[config.mk]
export PLATFORM = sky130hd
export DESIGN_NAME = sfe_device_flat
export DESIGN_NICKNAME = d
export VERILOG_FILES = /design/src/pkg/sfe_pkg.sv /design/src/pkg/sfe_link_if.sv /design/src/rtl/sfe_device.sv /design/src/rtl/sfe_sync.sv /design/src/flat_wrapper.sv
export SDC_FILE = /design/constraint.sdc
export NUM_CORES = 1
export LEC_CHECK = 0
export BUFFER_PORTS_ARGS = -buffer_cell sky130_fd_sc_hd__buf_2
export CAP_MARGIN = 25
export CORE_MARGIN = 3
export CORE_UTILIZATION = 65
export DETAILED_ROUTE_END_ITERATION = 16
export PLACE_DENSITY = 0.89
export RECOVER_POWER = 25
export SLEW_MARGIN = 5
export SYNTH_ARGS = -nofsm -noshare
export SYNTH_HDL_FRONTEND = slang
export SYNTH_HIERARCHICAL = 1
export SYNTH_SLANG_ARGS = --single-unit
export TNS_END_PERCENT = 10
[constraint.sdc]
create_clock -name SYS_CLK -period 3.94 [get_ports SYS_CLK]
set_clock_uncertainty 0.15 [all_clocks]
set_input_delay 0.197 -clock SYS_CLK [delete_from_list [all_inputs] [get_ports SYS_CLK]]
set_output_delay 0.197 -clock SYS_CLK [all_outputs]
set_load 0.1 [all_outputs]
[src/pkg/sfe_pkg.sv]
// package: opcodes, timing counts, state types for the erase/power-down command block
package sfe_pkg;
   localparam logic [7:0] OP_SECTOR_WIPE   = 8'h20;
   localparam logic [7:0] OP_BLOCK32_WIPE  = 8'h52;
   localparam logic [7:0] OP_BLOCK64_WIPE  = 8'hD8;
   localparam logic [7:0] OP_CHIP_WIPE_A   = 8'h60;
   localparam logic [7:0] OP_CHIP_WIPE_B   = 8'hC7;
   localparam logic [7:0] OP_POWER_DOWN    = 8'hB9;
   localparam logic [7:0] OP_WAKE_ID       = 8'hAB;
   localparam logic [7:0] OP_WRITE_UNLOCK  = 8'h06;
   localparam logic [7:0] OP_READ_STATUS   = 8'h05;
   localparam logic [7:0] OP_RESET_ENABLE  = 8'h66;
   localparam logic [7:0] OP_RESET         = 8'h99;
   localparam logic [7:0] DEVICE_ID_RESET  = 8'h5A;
   localparam int unsigned CLK_MHZ         = 50;
   localparam int unsigned SECTOR_WIPE_US  = 100;
   localparam int unsigned BLOCK32_WIPE_US = 150;
   localparam int unsigned BLOCK64_WIPE_US = 200;
   localparam int unsigned CHIP_WIPE_US    = 400;
   localparam int unsigned PD_ENTRY_US     = 3;
   localparam int unsigned WAKE_US         = 3;
   localparam int unsigned WAKE_ID_US      = 5;
   localparam logic [23:0] SECTOR_WIPE_CYC  = 24'(SECTOR_WIPE_US * CLK_MHZ);
   localparam logic [23:0] BLOCK32_WIPE_CYC = 24'(BLOCK32_WIPE_US * CLK_MHZ);
   localparam logic [23:0] BLOCK64_WIPE_CYC = 24'(BLOCK64_WIPE_US * CLK_MHZ);
   localparam logic [23:0] CHIP_WIPE_CYC    = 24'(CHIP_WIPE_US * CLK_MHZ);
   localparam logic [23:0] PD_ENTRY_CYC     = 24'(PD_ENTRY_US * CLK_MHZ);
   localparam logic [23:0] WAKE_CYC         = 24'(WAKE_US * CLK_MHZ);
   localparam logic [23:0] WAKE_ID_CYC      = 24'(WAKE_ID_US * CLK_MHZ);
   localparam logic [7:0]  SCK_HALF_DIV     = 8'h04;
   localparam logic [4:0]  PROT_RESET       = 5'h00;
   localparam logic        INVERT_RESET     = 1'b0;
   localparam logic [31:0] REG_CMD          = 32'h0000_0000;
   localparam logic [31:0] REG_ADDR         = 32'h0000_0004;
   localparam logic [31:0] REG_STATUS       = 32'h0000_0008;
   localparam logic [31:0] REG_RXDATA       = 32'h0000_000C;
   localparam logic [31:0] REG_XFER         = 32'h0000_0010;
   typedef enum logic [1:0] {
      SFE_PWR_STANDBY = 2'b00,
      SFE_PWR_ENTER   = 2'b01,
      SFE_PWR_DEEP    = 2'b10,
      SFE_PWR_WAKING  = 2'b11
   } sfe_pwr_type;
   typedef enum logic [1:0] {
      SFE_H_IDLE = 2'b00,
      SFE_H_SHIFT = 2'b01,
      SFE_H_DESEL = 2'b10
   } sfe_hst_type;
endpackage

[src/pkg/sfe_link_if.sv]
// interface: spi link between host controller and flash device
`timescale 1ns/1ps
interface sfe_link_if;
   logic sel_n;
   logic sck;
   logic mosi;
   logic miso;
   logic miso_oe_n;
   modport device (input sel_n, input sck, input mosi, output miso, output miso_oe_n);
   modport host (output sel_n, output sck, output mosi, input miso, input miso_oe_n);
endinterface

[src/rtl/sfe_device.sv]
// flash device end: erase, deep power-down and wake/id command handling
// Function
// - bits captured on serial clock rise, select low
// - 20H plus address wipes enclosing 4K sector
// - 52H plus address wipes enclosing 32K block
// - D8H plus address wipes enclosing 64K block
// - 60H or C7H wipes whole array
// - wipes refused unless write latch set
// - addressed wipe needs rise after 32nd bit
// - chip wipe, power-down need rise after 8th
// - busy flag high during self-timed wipe
// - status reads answered while busy
// - write latch cleared as wipe ends
// - addressed wipes of protected region not executed
// - chip wipe only with bp 0 uninverted or bp 7 inverted
// - B9H enters deep power after delay
// - deep power ignores all but wake, reset
// - power-down refused while cycle runs
// - plain deselect gives standby only
// - reset always starts in standby
// - wake ends deep power at once, standby after wake delay
// - AB plus three dummies shifts id out
// - id sent four times, then zeros until select rises
// - host waits longer delay after id wake
// - wake or id ignored while busy
`timescale 1ns/1ps
module sfe_device
   import sfe_pkg::*;
(
   // clock and reset
   input  wire logic        SYS_CLK,
   input  wire logic        ARST_N,
   input  wire logic        CE,
   // link
   sfe_link_if.device       LINK,
   // protection settings and device id
   input  wire logic [4:0]  PROT_RANGE,
   input  wire logic        PROT_INVERT,
   input  wire logic [7:0]  DEVICE_ID,
   // state
   output logic             BUSY,
   output logic             WRITE_LATCH,
   output logic             DEEP_POWER,
   output logic             WIPE_STROBE,
   output logic [23:0]      WIPE_ADDR,
   output logic [1:0]       WIPE_KIND
);
   typedef struct packed {
      logic        sck_p;
      logic        sel_p;
      logic [5:0]  bitcnt;
      logic [7:0]  op;
      logic [23:0] addr;
      logic [7:0]  sh;
      logic [7:0]  txsh;
      logic        miso;
      logic        oe_n;
      logic        busy;
      logic        write_latch_flag;
      logic [23:0] cnt;
      logic [23:0] pcnt;
      sfe_pwr_type pwr;
      logic        rst_en;
      logic        strobe;
      logic [23:0] waddr;
      logic [1:0]  wkind;
   } sfe_dev_type;
   sfe_dev_type r_q;
   sfe_dev_type r_d;
   logic sel_n_s;
   logic sck_s;
   logic mosi_s;
   sfe_sync u_sel (.clk(SYS_CLK), .arst_n(ARST_N), .ce(CE), .din(LINK.sel_n), .dout(sel_n_s));
   sfe_sync u_sck (.clk(SYS_CLK), .arst_n(ARST_N), .ce(CE), .din(LINK.sck), .dout(sck_s));
   sfe_sync u_si  (.clk(SYS_CLK), .arst_n(ARST_N), .ce(CE), .din(LINK.mosi), .dout(mosi_s));
   logic       rise;
   logic       fall;
   logic       sel_rise;
   logic [7:0] opn;
   logic       prot_hit;
   logic [4:0] bp;
   assign rise = sck_s & ~r_q.sck_p & ~sel_n_s;
   assign fall = ~sck_s & r_q.sck_p & ~sel_n_s;
   assign sel_rise = sel_n_s & ~r_q.sel_p;
   assign bp = PROT_RANGE;
   // simple upper-region protect: bp[2:0] nonzero protects top 64K * 2^(bp-1), PROT_INVERT protects the rest instead
   always_comb begin
      logic [7:0] top;
      top = 8'h00;
      if (bp[2:0] != 3'h0) begin
         top = 8'(8'hFF << (3'(bp[2:0]) - 3'h1));
      end
      prot_hit = (bp[2:0] != 3'h0) && ((r_q.addr[23:16] >= top) != PROT_INVERT);
   end
   always_comb begin
      r_d = r_q;
      opn = {r_q.op[6:0], mosi_s};
      if (CE) begin
         r_d.strobe = 1'b0;
         r_d.sck_p = sck_s;
         r_d.sel_p = sel_n_s;
         if (sel_n_s) begin
            r_d.bitcnt = 6'h00;
            r_d.oe_n = 1'b1;
         end
         if (rise) begin
            if (r_q.bitcnt < 6'h08) begin
               r_d.op = opn;
            end else if (r_q.bitcnt < 6'h20) begin
               r_d.addr = {r_q.addr[22:0], mosi_s};
            end
            if (r_q.bitcnt != 6'h3F) begin
               r_d.bitcnt = r_q.bitcnt + 6'h01;
            end
         end
         if (fall) begin
            if (r_q.op == OP_READ_STATUS && r_q.bitcnt >= 6'h08 && r_q.pwr != SFE_PWR_DEEP) begin
               r_d.oe_n = 1'b0;
               r_d.miso = (r_q.bitcnt[2:0] == 3'h7) ? r_q.busy : 1'b0;
               if (r_q.bitcnt[2:0] == 3'h6) begin
                  r_d.miso = r_q.write_latch_flag;
               end
            end else if (r_q.op == OP_WAKE_ID && r_q.bitcnt >= 6'h20 && !r_q.busy) begin
               r_d.oe_n = 1'b0;
               if (r_q.bitcnt[2:0] == 3'h0) begin
                  r_d.miso = DEVICE_ID[7];
                  r_d.txsh = {DEVICE_ID[6:0], 1'b0};
               end else begin
                  r_d.miso = r_q.txsh[7];
                  r_d.txsh = {r_q.txsh[6:0], 1'b0};
               end
            end
         end
         if (r_q.busy) begin
            if (r_q.cnt == 24'h000001) begin
               r_d.busy = 1'b0;
               r_d.write_latch_flag = 1'b0;
            end
            r_d.cnt = r_q.cnt - 24'h000001;
         end
         unique case (r_q.pwr)
            SFE_PWR_ENTER: begin
               r_d.pcnt = r_q.pcnt - 24'h000001;
               if (r_q.pcnt == 24'h000001) begin
                  r_d.pwr = SFE_PWR_DEEP;
               end
            end
            SFE_PWR_WAKING: begin
               r_d.pcnt = r_q.pcnt - 24'h000001;
               if (r_q.pcnt == 24'h000001) begin
                  r_d.pwr = SFE_PWR_STANDBY;
               end
            end
            SFE_PWR_STANDBY, SFE_PWR_DEEP: begin
            end
         endcase
         if (sel_rise) begin
            if (r_q.pwr == SFE_PWR_DEEP) begin
               if (r_q.bitcnt >= 6'h08 && r_q.op == OP_WAKE_ID) begin
                  r_d.pwr = SFE_PWR_WAKING;
                  r_d.pcnt = (r_q.bitcnt == 6'h08) ? WAKE_CYC : WAKE_ID_CYC;
               end else if (r_q.bitcnt == 6'h08 && r_q.op == OP_RESET_ENABLE) begin
                  r_d.rst_en = 1'b1;
               end else if (r_q.bitcnt == 6'h08 && r_q.op == OP_RESET && r_q.rst_en) begin
                  r_d.pwr = SFE_PWR_WAKING;
                  r_d.pcnt = WAKE_CYC;
                  r_d.rst_en = 1'b0;
               end
            end else if (r_q.pwr == SFE_PWR_STANDBY && !r_q.busy) begin
               r_d.rst_en = (r_q.bitcnt == 6'h08 && r_q.op == OP_RESET_ENABLE);
               if (r_q.bitcnt == 6'h08) begin
                  if (r_q.op == OP_WRITE_UNLOCK) begin
                     r_d.write_latch_flag = 1'b1;
                  end else if (r_q.op == OP_POWER_DOWN) begin
                     r_d.pwr = SFE_PWR_ENTER;
                     r_d.pcnt = PD_ENTRY_CYC;
                  end else if ((r_q.op == OP_CHIP_WIPE_A || r_q.op == OP_CHIP_WIPE_B)
                               && r_q.write_latch_flag
                               && ((bp[2:0] == 3'h0 && !PROT_INVERT)
                                   || (bp[2:0] == 3'h7 && PROT_INVERT))) begin
                     r_d.busy = 1'b1;
                     r_d.cnt = CHIP_WIPE_CYC;
                     r_d.strobe = 1'b1;
                     r_d.waddr = 24'h000000;
                     r_d.wkind = 2'h3;
                  end
               end else if (r_q.bitcnt == 6'h20 && r_q.write_latch_flag && !prot_hit) begin
                  r_d.strobe = 1'b1;
                  r_d.busy = 1'b1;
                  if (r_q.op == OP_SECTOR_WIPE) begin
                     r_d.cnt = SECTOR_WIPE_CYC;
                     r_d.waddr = {r_q.addr[23:12], 12'h000};
                     r_d.wkind = 2'h0;
                  end else if (r_q.op == OP_BLOCK32_WIPE) begin
                     r_d.cnt = BLOCK32_WIPE_CYC;
                     r_d.waddr = {r_q.addr[23:15], 15'h0000};
                     r_d.wkind = 2'h1;
                  end else if (r_q.op == OP_BLOCK64_WIPE) begin
                     r_d.cnt = BLOCK64_WIPE_CYC;
                     r_d.waddr = {r_q.addr[23:16], 16'h0000};
                     r_d.wkind = 2'h2;
                  end else begin
                     r_d.strobe = 1'b0;
                     r_d.busy = 1'b0;
                  end
               end
            end
         end
      end
   end
   always_ff @(posedge SYS_CLK or negedge ARST_N) begin
      if (!ARST_N) begin
         r_q <= '0;
         r_q.oe_n <= 1'b1;
         r_q.sel_p <= 1'b1;
         r_q.pwr <= SFE_PWR_STANDBY;
      end else begin
         r_q <= r_d;
      end
   end
   assign LINK.miso = r_q.miso;
   assign LINK.miso_oe_n = r_q.oe_n;
   assign BUSY = r_q.busy;
   assign WRITE_LATCH = r_q.write_latch_flag;
   assign DEEP_POWER = (r_q.pwr == SFE_PWR_DEEP);
   assign WIPE_STROBE = r_q.strobe;
   assign WIPE_ADDR = r_q.waddr;
   assign WIPE_KIND = r_q.wkind;
endmodule

[src/rtl/sfe_sync.sv]
// two flip-flop synchroniser with clock enable
`timescale 1ns/1ps
module sfe_sync (
   // clock
   input  wire logic clk,
   input  wire logic arst_n,
   input  wire logic ce,
   // data
   input  wire logic din,
   output logic      dout
);
   typedef struct packed {
      logic m;
      logic s;
   } sfe_sync_type;
   sfe_sync_type r_q;
   sfe_sync_type r_d;
   always_comb begin
      r_d = r_q;
      if (ce) begin
         r_d.m = din;
         r_d.s = r_q.m;
      end
   end
   always_ff @(posedge clk or negedge arst_n) begin
      if (!arst_n) begin
         r_q <= '1; // idle level of select, no false edge after reset
      end else begin
         r_q <= r_d;
      end
   end
   assign dout = r_q.s;
endmodule

[src/flat_wrapper.sv]
// flat-port wrapper written by rule: the top's interface ports become plain ports
module sfe_device_flat import sfe_pkg::*;
  (SYS_CLK, ARST_N, CE, PROT_RANGE, PROT_INVERT, DEVICE_ID, BUSY, WRITE_LATCH, DEEP_POWER, WIPE_STROBE, WIPE_ADDR, WIPE_KIND, LINK_sel_n, LINK_sck, LINK_mosi, LINK_miso, LINK_miso_oe_n);
  sfe_link_if LINK_i ();
  input  wire logic SYS_CLK;
  input  wire logic ARST_N;
  input  wire logic CE;
  input  wire logic [4:0] PROT_RANGE;
  input  wire logic PROT_INVERT;
  input  wire logic [7:0] DEVICE_ID;
  output logic BUSY;
  output logic WRITE_LATCH;
  output logic DEEP_POWER;
  output logic WIPE_STROBE;
  output logic [23:0] WIPE_ADDR;
  output logic [1:0] WIPE_KIND;
  input wire logic [$bits(LINK_i.sel_n)-1:0] LINK_sel_n;
  input wire logic [$bits(LINK_i.sck)-1:0] LINK_sck;
  input wire logic [$bits(LINK_i.mosi)-1:0] LINK_mosi;
  output wire logic [$bits(LINK_i.miso)-1:0] LINK_miso;
  output wire logic [$bits(LINK_i.miso_oe_n)-1:0] LINK_miso_oe_n;
  assign LINK_i.sel_n = LINK_sel_n;
  assign LINK_i.sck = LINK_sck;
  assign LINK_i.mosi = LINK_mosi;
  assign LINK_miso = LINK_i.miso;
  assign LINK_miso_oe_n = LINK_i.miso_oe_n;
  sfe_device u_core (.SYS_CLK(SYS_CLK), .ARST_N(ARST_N), .CE(CE), .LINK(LINK_i), .PROT_RANGE(PROT_RANGE), .PROT_INVERT(PROT_INVERT), .DEVICE_ID(DEVICE_ID), .BUSY(BUSY), .WRITE_LATCH(WRITE_LATCH), .DEEP_POWER(DEEP_POWER), .WIPE_STROBE(WIPE_STROBE), .WIPE_ADDR(WIPE_ADDR), .WIPE_KIND(WIPE_KIND));
endmodule
* After elaboration in Yosys (flattened, before gate mapping)
Index checks and enable logic that the tools add are counted.
Widths: inputs -> output; s select.
** Word-level totals
- Bits in registers :: 136
- Input port bits :: 20
- Output and inout bits :: 32
- Word-level logic and storage cells :: 167
** Operators by class
- Add/subtract/negate cells :: 4
- $lt $le $gt $ge :: 5
- Eq/ne operators :: 29
- Shifts and indexed selects :: 1
- Muxes and demuxes :: 58
- Bitwise gates (word level) :: 12
- Reductions and logical operators :: 35
** Operators with widths (number)
- $mux 26 :: 9
- $mux 24 :: 9
- $mux 27 :: 8
- $mux 80 :: 2
- $pmux 26 s2 :: 1
- $mux 50 :: 1
- $eq 24x1->1 const B :: 2
- $sub 24x1->24 const B :: 2
- $eq 8x8->1 const B :: 5
- $mux 38 :: 1
- $eq 8x7->1 const B :: 3
- $eq 8x3->1 const B :: 2
- $logic_and 1x1->1 :: 16
- $mux 1 :: 16
- $mux 8 :: 2
- $mux 6 :: 2
- $mux 2 :: 5
- $ne 2x2->1 const B :: 5
- $eq 3x3->1 const B :: 3
- $mux 9 :: 1
- $reduce_and 9->1 :: 1
- $eq 8x6->1 const B :: 1
- $ge 8x8->1 :: 1
- $reduce_and 4->1 :: 2
- other kinds (26) :: 44

* Longest topological paths before layout
- Depth after elaboration :: 13
- Mapped depth :: 16
- Mapped depth without buffers :: 14

* Modules after synthesis
Netlist, hierarchy kept.
** By module, submodules not included
- sfe_device :: instances 1, cells an instance 683, area each 6567.5 um^2, seq. area each 2930.3 um^2
- sfe_sync :: instances 3, cells an instance 4, area each 75.1 um^2, seq. area each 52.6 um^2

* Worst setup path before layout
OpenSTA, ideal clock, no wires.
- Path kind :: input-to-reg
- From :: input port PROT_RANGE[1]
- To :: register u_core/r_q[60] in the netlist's numbering
- Setup time :: 0.126 ns
- Arrival :: 2.785 ns
- Required time :: 3.664 ns
- Setup slack :: 0.879 ns
- Stages :: 14
- Buffers on the path :: 1
- Cell sequence :: inv_1 > ha_1 > inv_1 > ha_1 > nor2_1 > nand2_1 > ha_1 > and3_1 > o21ai_0 > a31oi_1 > o21a_1 > buf_1 > or4_1 > a221o_1
** On the way
- Cells in the longest elaborated chain, start to end :: 13
- Elaborated cells between the ends (all ways) :: 23
- Those cells by class :: 1 x add/sub; 1 x order compare; 2 x eq/ne; 1 x shift; 9 x mux; 9 x reduce/logical
** Ends and longest elaborated chain
- from (decl) :: line flat_wrapper.sv:8 : input wire logic [4:0] PROT_RANGE;
- $sub 3x1->3 :: line sfe_device.sv:91 : top = 8'(8'hFF << (3'(bp[2:0]) - 3'h1));
- $shl 8x3->8 :: line sfe_device.sv:91
- $mux 8 :: line sfe_device.sv:90 : if (bp[2:0] != 3'h0) begin
- $ge 8x8->1 :: line sfe_device.sv:93 : prot_hit = (bp[2:0] != 3'h0) && ((r_q.addr[23:16] >= top) != PROT_INVERT);
- $ne 1x1->1 :: line sfe_device.sv:93
- $logic_and 1x1->1 :: line sfe_device.sv:93
- $logic_not 1->1 :: line sfe_device.sv:187 : end else if (r_q.bitcnt == 6'h20 && r_q.write_latch_flag && !prot_hit) begin
- $logic_and 1x1->1 :: line sfe_device.sv:187
- $mux 24 :: line sfe_device.sv:187
- $mux 24 * :: line sfe_device.sv:171 : if (r_q.bitcnt == 6'h08) begin
- $mux 80 * :: line sfe_device.sv:169 : end else if (r_q.pwr == SFE_PWR_STANDBY && !r_q.busy) begin
- $mux 26 * :: line sfe_device.sv:158 : if (r_q.pwr == SFE_PWR_DEEP) begin
- $mux 80 * :: line sfe_device.sv:157 : if (sel_rise) begin
- to (signal assigned) :: line sfe_device.sv:218 : r_q <= r_d;
- to (decl) :: line sfe_device.sv:68 : sfe_dev_type r_q;
Every way passes the cells marked *; elsewhere a longest branch is shown, timed or not. The select of a mux whose other input is x is not followed.
A chain may end at the register's enable or synchronous reset.

* Worst setup path after layout
- From :: input port PROT_RANGE[1]
- To :: register u_core.r_q, in the netlist u_core/WIPE_ADDR[14]
** On the way
- Cells in the longest elaborated chain, start to end :: 10
- Elaborated cells between the ends (all ways) :: 18
- Those cells by class :: 1 x add/sub; 1 x order compare; 3 x eq/ne; 1 x shift; 1 x mux; 11 x reduce/logical
** Ends and longest elaborated chain (line)
- $sub 3x1->3 :: sfe_device.sv:91
- $shl 8x3->8 :: sfe_device.sv:91
- $mux 8 :: sfe_device.sv:90
- $ge 8x8->1 :: sfe_device.sv:93
- $ne 1x1->1 :: sfe_device.sv:93
- $logic_and 1x1->1 :: sfe_device.sv:93
- $logic_not 1->1 :: sfe_device.sv:187
- $logic_and 1x1->1 :: sfe_device.sv:187
- $reduce_bool 2->1 (no source line)
- $reduce_and 9->1 (no source line) *
Every way passes the cells marked *; elsewhere a longest branch is shown, timed or not.

==> results by group <==
Run status
  • Outcome: finished, violations left
  • Failing checks: capacitance limit, slew limit

Die
  • Core area: 0.00995 sq mm
  • Vert. Die Dim: 108 microns
  • Initial Util: 68.2%
  • Rows: 36
  • Top-level I/O count: 52
  • Die area: 0.0117 sq mm
  • Die width: 108 microns

Synthesis
  • Largest family of logic cells by synthesized area: simple AND/OR/NAND/NOR gates
  • Yosys warns: 6
  • Simple-Gate Fraction of Synth Area: 20.8%
  • Post-synth EDFFs: 0
  • Number of library cell types mapped by synthesis: 71
  • Synth Register Bits: 123
  • XOR/XNOR share of the synthesized area: 3.61%
  • Post-Syn Instances: 695
  • Synth Area in Compound Gates: 12.8%
  • Post-synthesis async set-or-reset flop share: 100%
  • Top_reg_cell synth: dfrtp_1
  • Post-Synth Adder-Cell Area: 4.05%
  • Sequential-to-total area share from yosys stat: 45.5%
  • Synth Area per Inst: 9.77 sq um
  • Synthesized area: 0.00679 sq mm
  • Post-synthesis mux area share: 6.85%

Detailed routing
  • DR pass1 iterations: 8
  • Drt total wl: 16.3 mm
  • DR vias/cell: 6.47
  • Residual DRC count: 0
  • DR iter-0 viols: 576
  • Post-DR wirelength/cell: 18.7 microns
  • Post-route ant nets: 0
  • Routed vias: 5,640

Critical path
  • Worst path arrival time: 3560 ps
  • Worst EP required: 4240 ps
  • R2R setup slack: 850 ps
  • Reg2Reg Depth: 10
  • CP max FO: 12
  • Reg-to-Reg End: u_core/r_q[61]$_DFFE_PN0P_
  • Crit end category: flip-flop
  • CP Launch Type: input pin
  • Setup CP Type: input pin to flip-flop
  • Crit Reg-Reg Startpoint: u_core/r_q[131]$_DFFE_PN0P_

STA
  • Final Setup Violations: 0
  • TNS Setup: 0 ps
  • Setup repair after global routing missed its margin: false
  • Tcrit/Tclk final: 82.6%
  • Final Hold Fails: 0
  • FMAX: 0.307 GHz
  • Fin Hold WS: 56.2 ps
  • Max Slew Vio Count: 124
  • Slew HR: -99.7%
  • Tmin final: 3260 ps
  • Least-Margin Pin Slew: 3000 ps

Run
  • Max Cap Viol: 1

Global route
  • First-pass GRT wire length: 26.8 mm
  • Gr usage total: 29.2%
  • Initial antenna violation count: 1
  • Congestion Overflow GR: 0
  • Vias in the first global route: 5,574
  • Largest net degree at the start of global routing: 124

Worst hold path
  • Hold path depth: 2
  • Hold worst-path end: u_core/r_q[136]$_DFFE_PN1P_
  • Worst min-delay path category: input pin to flip-flop
  • Worst hold start: CE

Cells and area
  • Final std cells w/o fill: 872
  • Final core utilization: 77.0%
  • P&R area growth vs syn: 12.8%
  • Final #Nets: 769
  • Share of post-route cells with drive strength above 1: 18.9%
  • # diodes: 0
  • Final instance area: 0.00766 sq mm

Clocking
  • Longest Clk Path Bufs: 2
  • CTS sink count: 123
  • Cts repair resizes: 0
  • Root buf cell: clkbuf_8
  • Num CTS Buffers: 17
  • Clock slew at the register clock pins of the worst setup and hold paths: 60 ps
  • CTS tree: built
  • Worst-Skew Late Latency: 510 ps
  • # H-tree levels: 4

Placed design
  • Port Buffers: 37
  • Placed Cells incl. Taps: 830
  • Area post-placement: 0.00696 sq mm
  • RePlAce Congestion: 0.908
  • DP HPWL: 10.1 mm

Pwr
  • Peak supply drop: 0.355 mV
  • Leakage: 0.00359 uW
  • Cell Pwr Density: 518 mW/mm^2
[where the power goes]
part | switching, uW | internal, uW
Sequential | 217 | 1430
Combinational | 421 | 290
Clock | 557 | 1060
Total | 1200 | 2770
[sequential cells by signal, indices dropped and copies added, names as in the netlist, 2 cells and up]
signal            flops
u_core/opn            7
u_core/WIPE_KIND      2
u_core/WIPE_ADDR     12
u_core/r_q           91
[worst max-delay path: stages]
cell     delay (ps)
buf_2           110
inv_1            90
ha_1            180
inv_1            60
ha_1            310
inv_1            80
o21ai_0         170
ha_1            280
a21oi_1         140
o21ai_0         150
or3_1           370
o21ai_1         530
o41a_1          590
and2_1          220
a31o_2          100
[cells in the mapped netlist, types with 4 or more instances]
master | number | area, sq um
nand4_1 | 11 | 68.8
nand2b_1 | 8 | 50.1
nor4b_1 | 4 | 35.0
o21ai_0 | 20 | 100
or3_1 | 9 | 56.3
nand2_1 | 51 | 191
or4_1 | 7 | 52.6
ha_1 | 22 | 275
mux2i_1 | 6 | 60.1
xor2_1 | 7 | 61.3
dfstp_2 | 8 | 210
a21o_1 | 7 | 52.6
or2_2 | 4 | 25.0
a21oi_1 | 29 | 145
clkbuf_1 | 18 | 67.6
and3_1 | 9 | 56.3
nor3_1 | 27 | 135
buf_4 | 26 | 195
nor4_1 | 14 | 87.6
dfrtp_1 | 115 | 2880
a211o_1 | 4 | 35.0
a211oi_1 | 9 | 67.6
a22o_1 | 10 | 87.6
and2_1 | 4 | 25.0
mux2_2 | 36 | 405
buf_2 | 6 | 30.0
o21a_1 | 5 | 37.5
nand3_1 | 22 | 110
xnor2_1 | 21 | 184
nor2_1 | 76 | 285
nor2b_1 | 6 | 37.5
inv_1 | 29 | 109
[kinds of logic (layout without fill, tap and decap cells)]
kind of cell	Yosys count	after routing
DFF	123	123
AOI/OAI and AO/OA	124	124
muxes	42	42
other	1	12
buffers and inverters	83	116
adders and majority gates	22	22
and+or+nand+nor	272	272
xor gates and xnor gates	28	28
[timing repair]
action / CTS / global route
buffers inserted: 0 / 0
hold endpoints to repair: 125 / 0
hold buffers: 11 / 0
[layout make-up]
class | instances | area (sq um)
well taps | 133 | 166
fillers | 614 | 2290
repair buffers | 56 | 355
flip-flops and latches | 123 | 3090
multi-input cells | 500 | 3330
inverters | 29 | 109
clock buffers | 20 | 445
clock inverters | 11 | 169
[layout by cell type, fill, tap and decap left out, types with 5 or more instances in the layout]
master,count
or4_1,7
a21o_1,7
inv_1,29
o21a_1,5
buf_4,7
nor2_1,76
nor4_1,13
buf_2,36
a211oi_1,8
dfstp_2,5
a22o_1,10
and3_1,9
nor2b_1,6
dfrtp_1,115
clkbuf_16,16
nand4_1,11
conb_1,12
nand2b_1,8
mux2i_1,6
or3_1,9
nor3_1,27
o21ai_0,20
dlygate4sd3_1,11
nand3_1,22
ha_1,22
nand2_1,51
xnor2_1,21
xor2_1,7
mux2_2,36
a21oi_1,29
[per-stage QoR]
stage          total power [uW]  worst slack (ps)
4_1_cts                    3970               769
2_1_floorplan              2150               879
3_5_place_dp               2330               310
5_1_grt                    4140               283
6_report                   3970               684
3_3_place_gp               2270               483
[per-layer routing]
layer / global-route usage, % / up-vias / part of all wire [%]
met5: 0 / - / 0.043
li1: - / 2515 / -
met2: 48.7 / 295 / 51
met3: 6.75 / 57 / 6.9
met1: 36.4 / 2771 / 40
met4: 13.3 / 2 / 2.4
[worst max path at each step]
stage / start / endpoint / slack (ps) / cells past startpoint
after floorplan: PROT_RANGE[1] / u_core/r_q[60]$_DFFE_PN0P_ / 880 / 14
after global placement: PROT_RANGE[1] / u_core/r_q[60]$_DFFE_PN0P_ / 480 / 15
after detailed placement: PROT_RANGE[1] / u_core/r_q[61]$_DFFE_PN0P_ / 310 / 15
after CTS: PROT_RANGE[1] / u_core/WIPE_ADDR[12]$_DFFE_PN0P_ / 770 / 15
after global routing: ARST_N / u_core/r_q[102]$_DFFE_PN0P_ / 280 / 3
final: PROT_RANGE[1] / u_core/WIPE_ADDR[14]$_DFFE_PN0P_ / 680 / 15
Power figures use the tool's default switching activity.
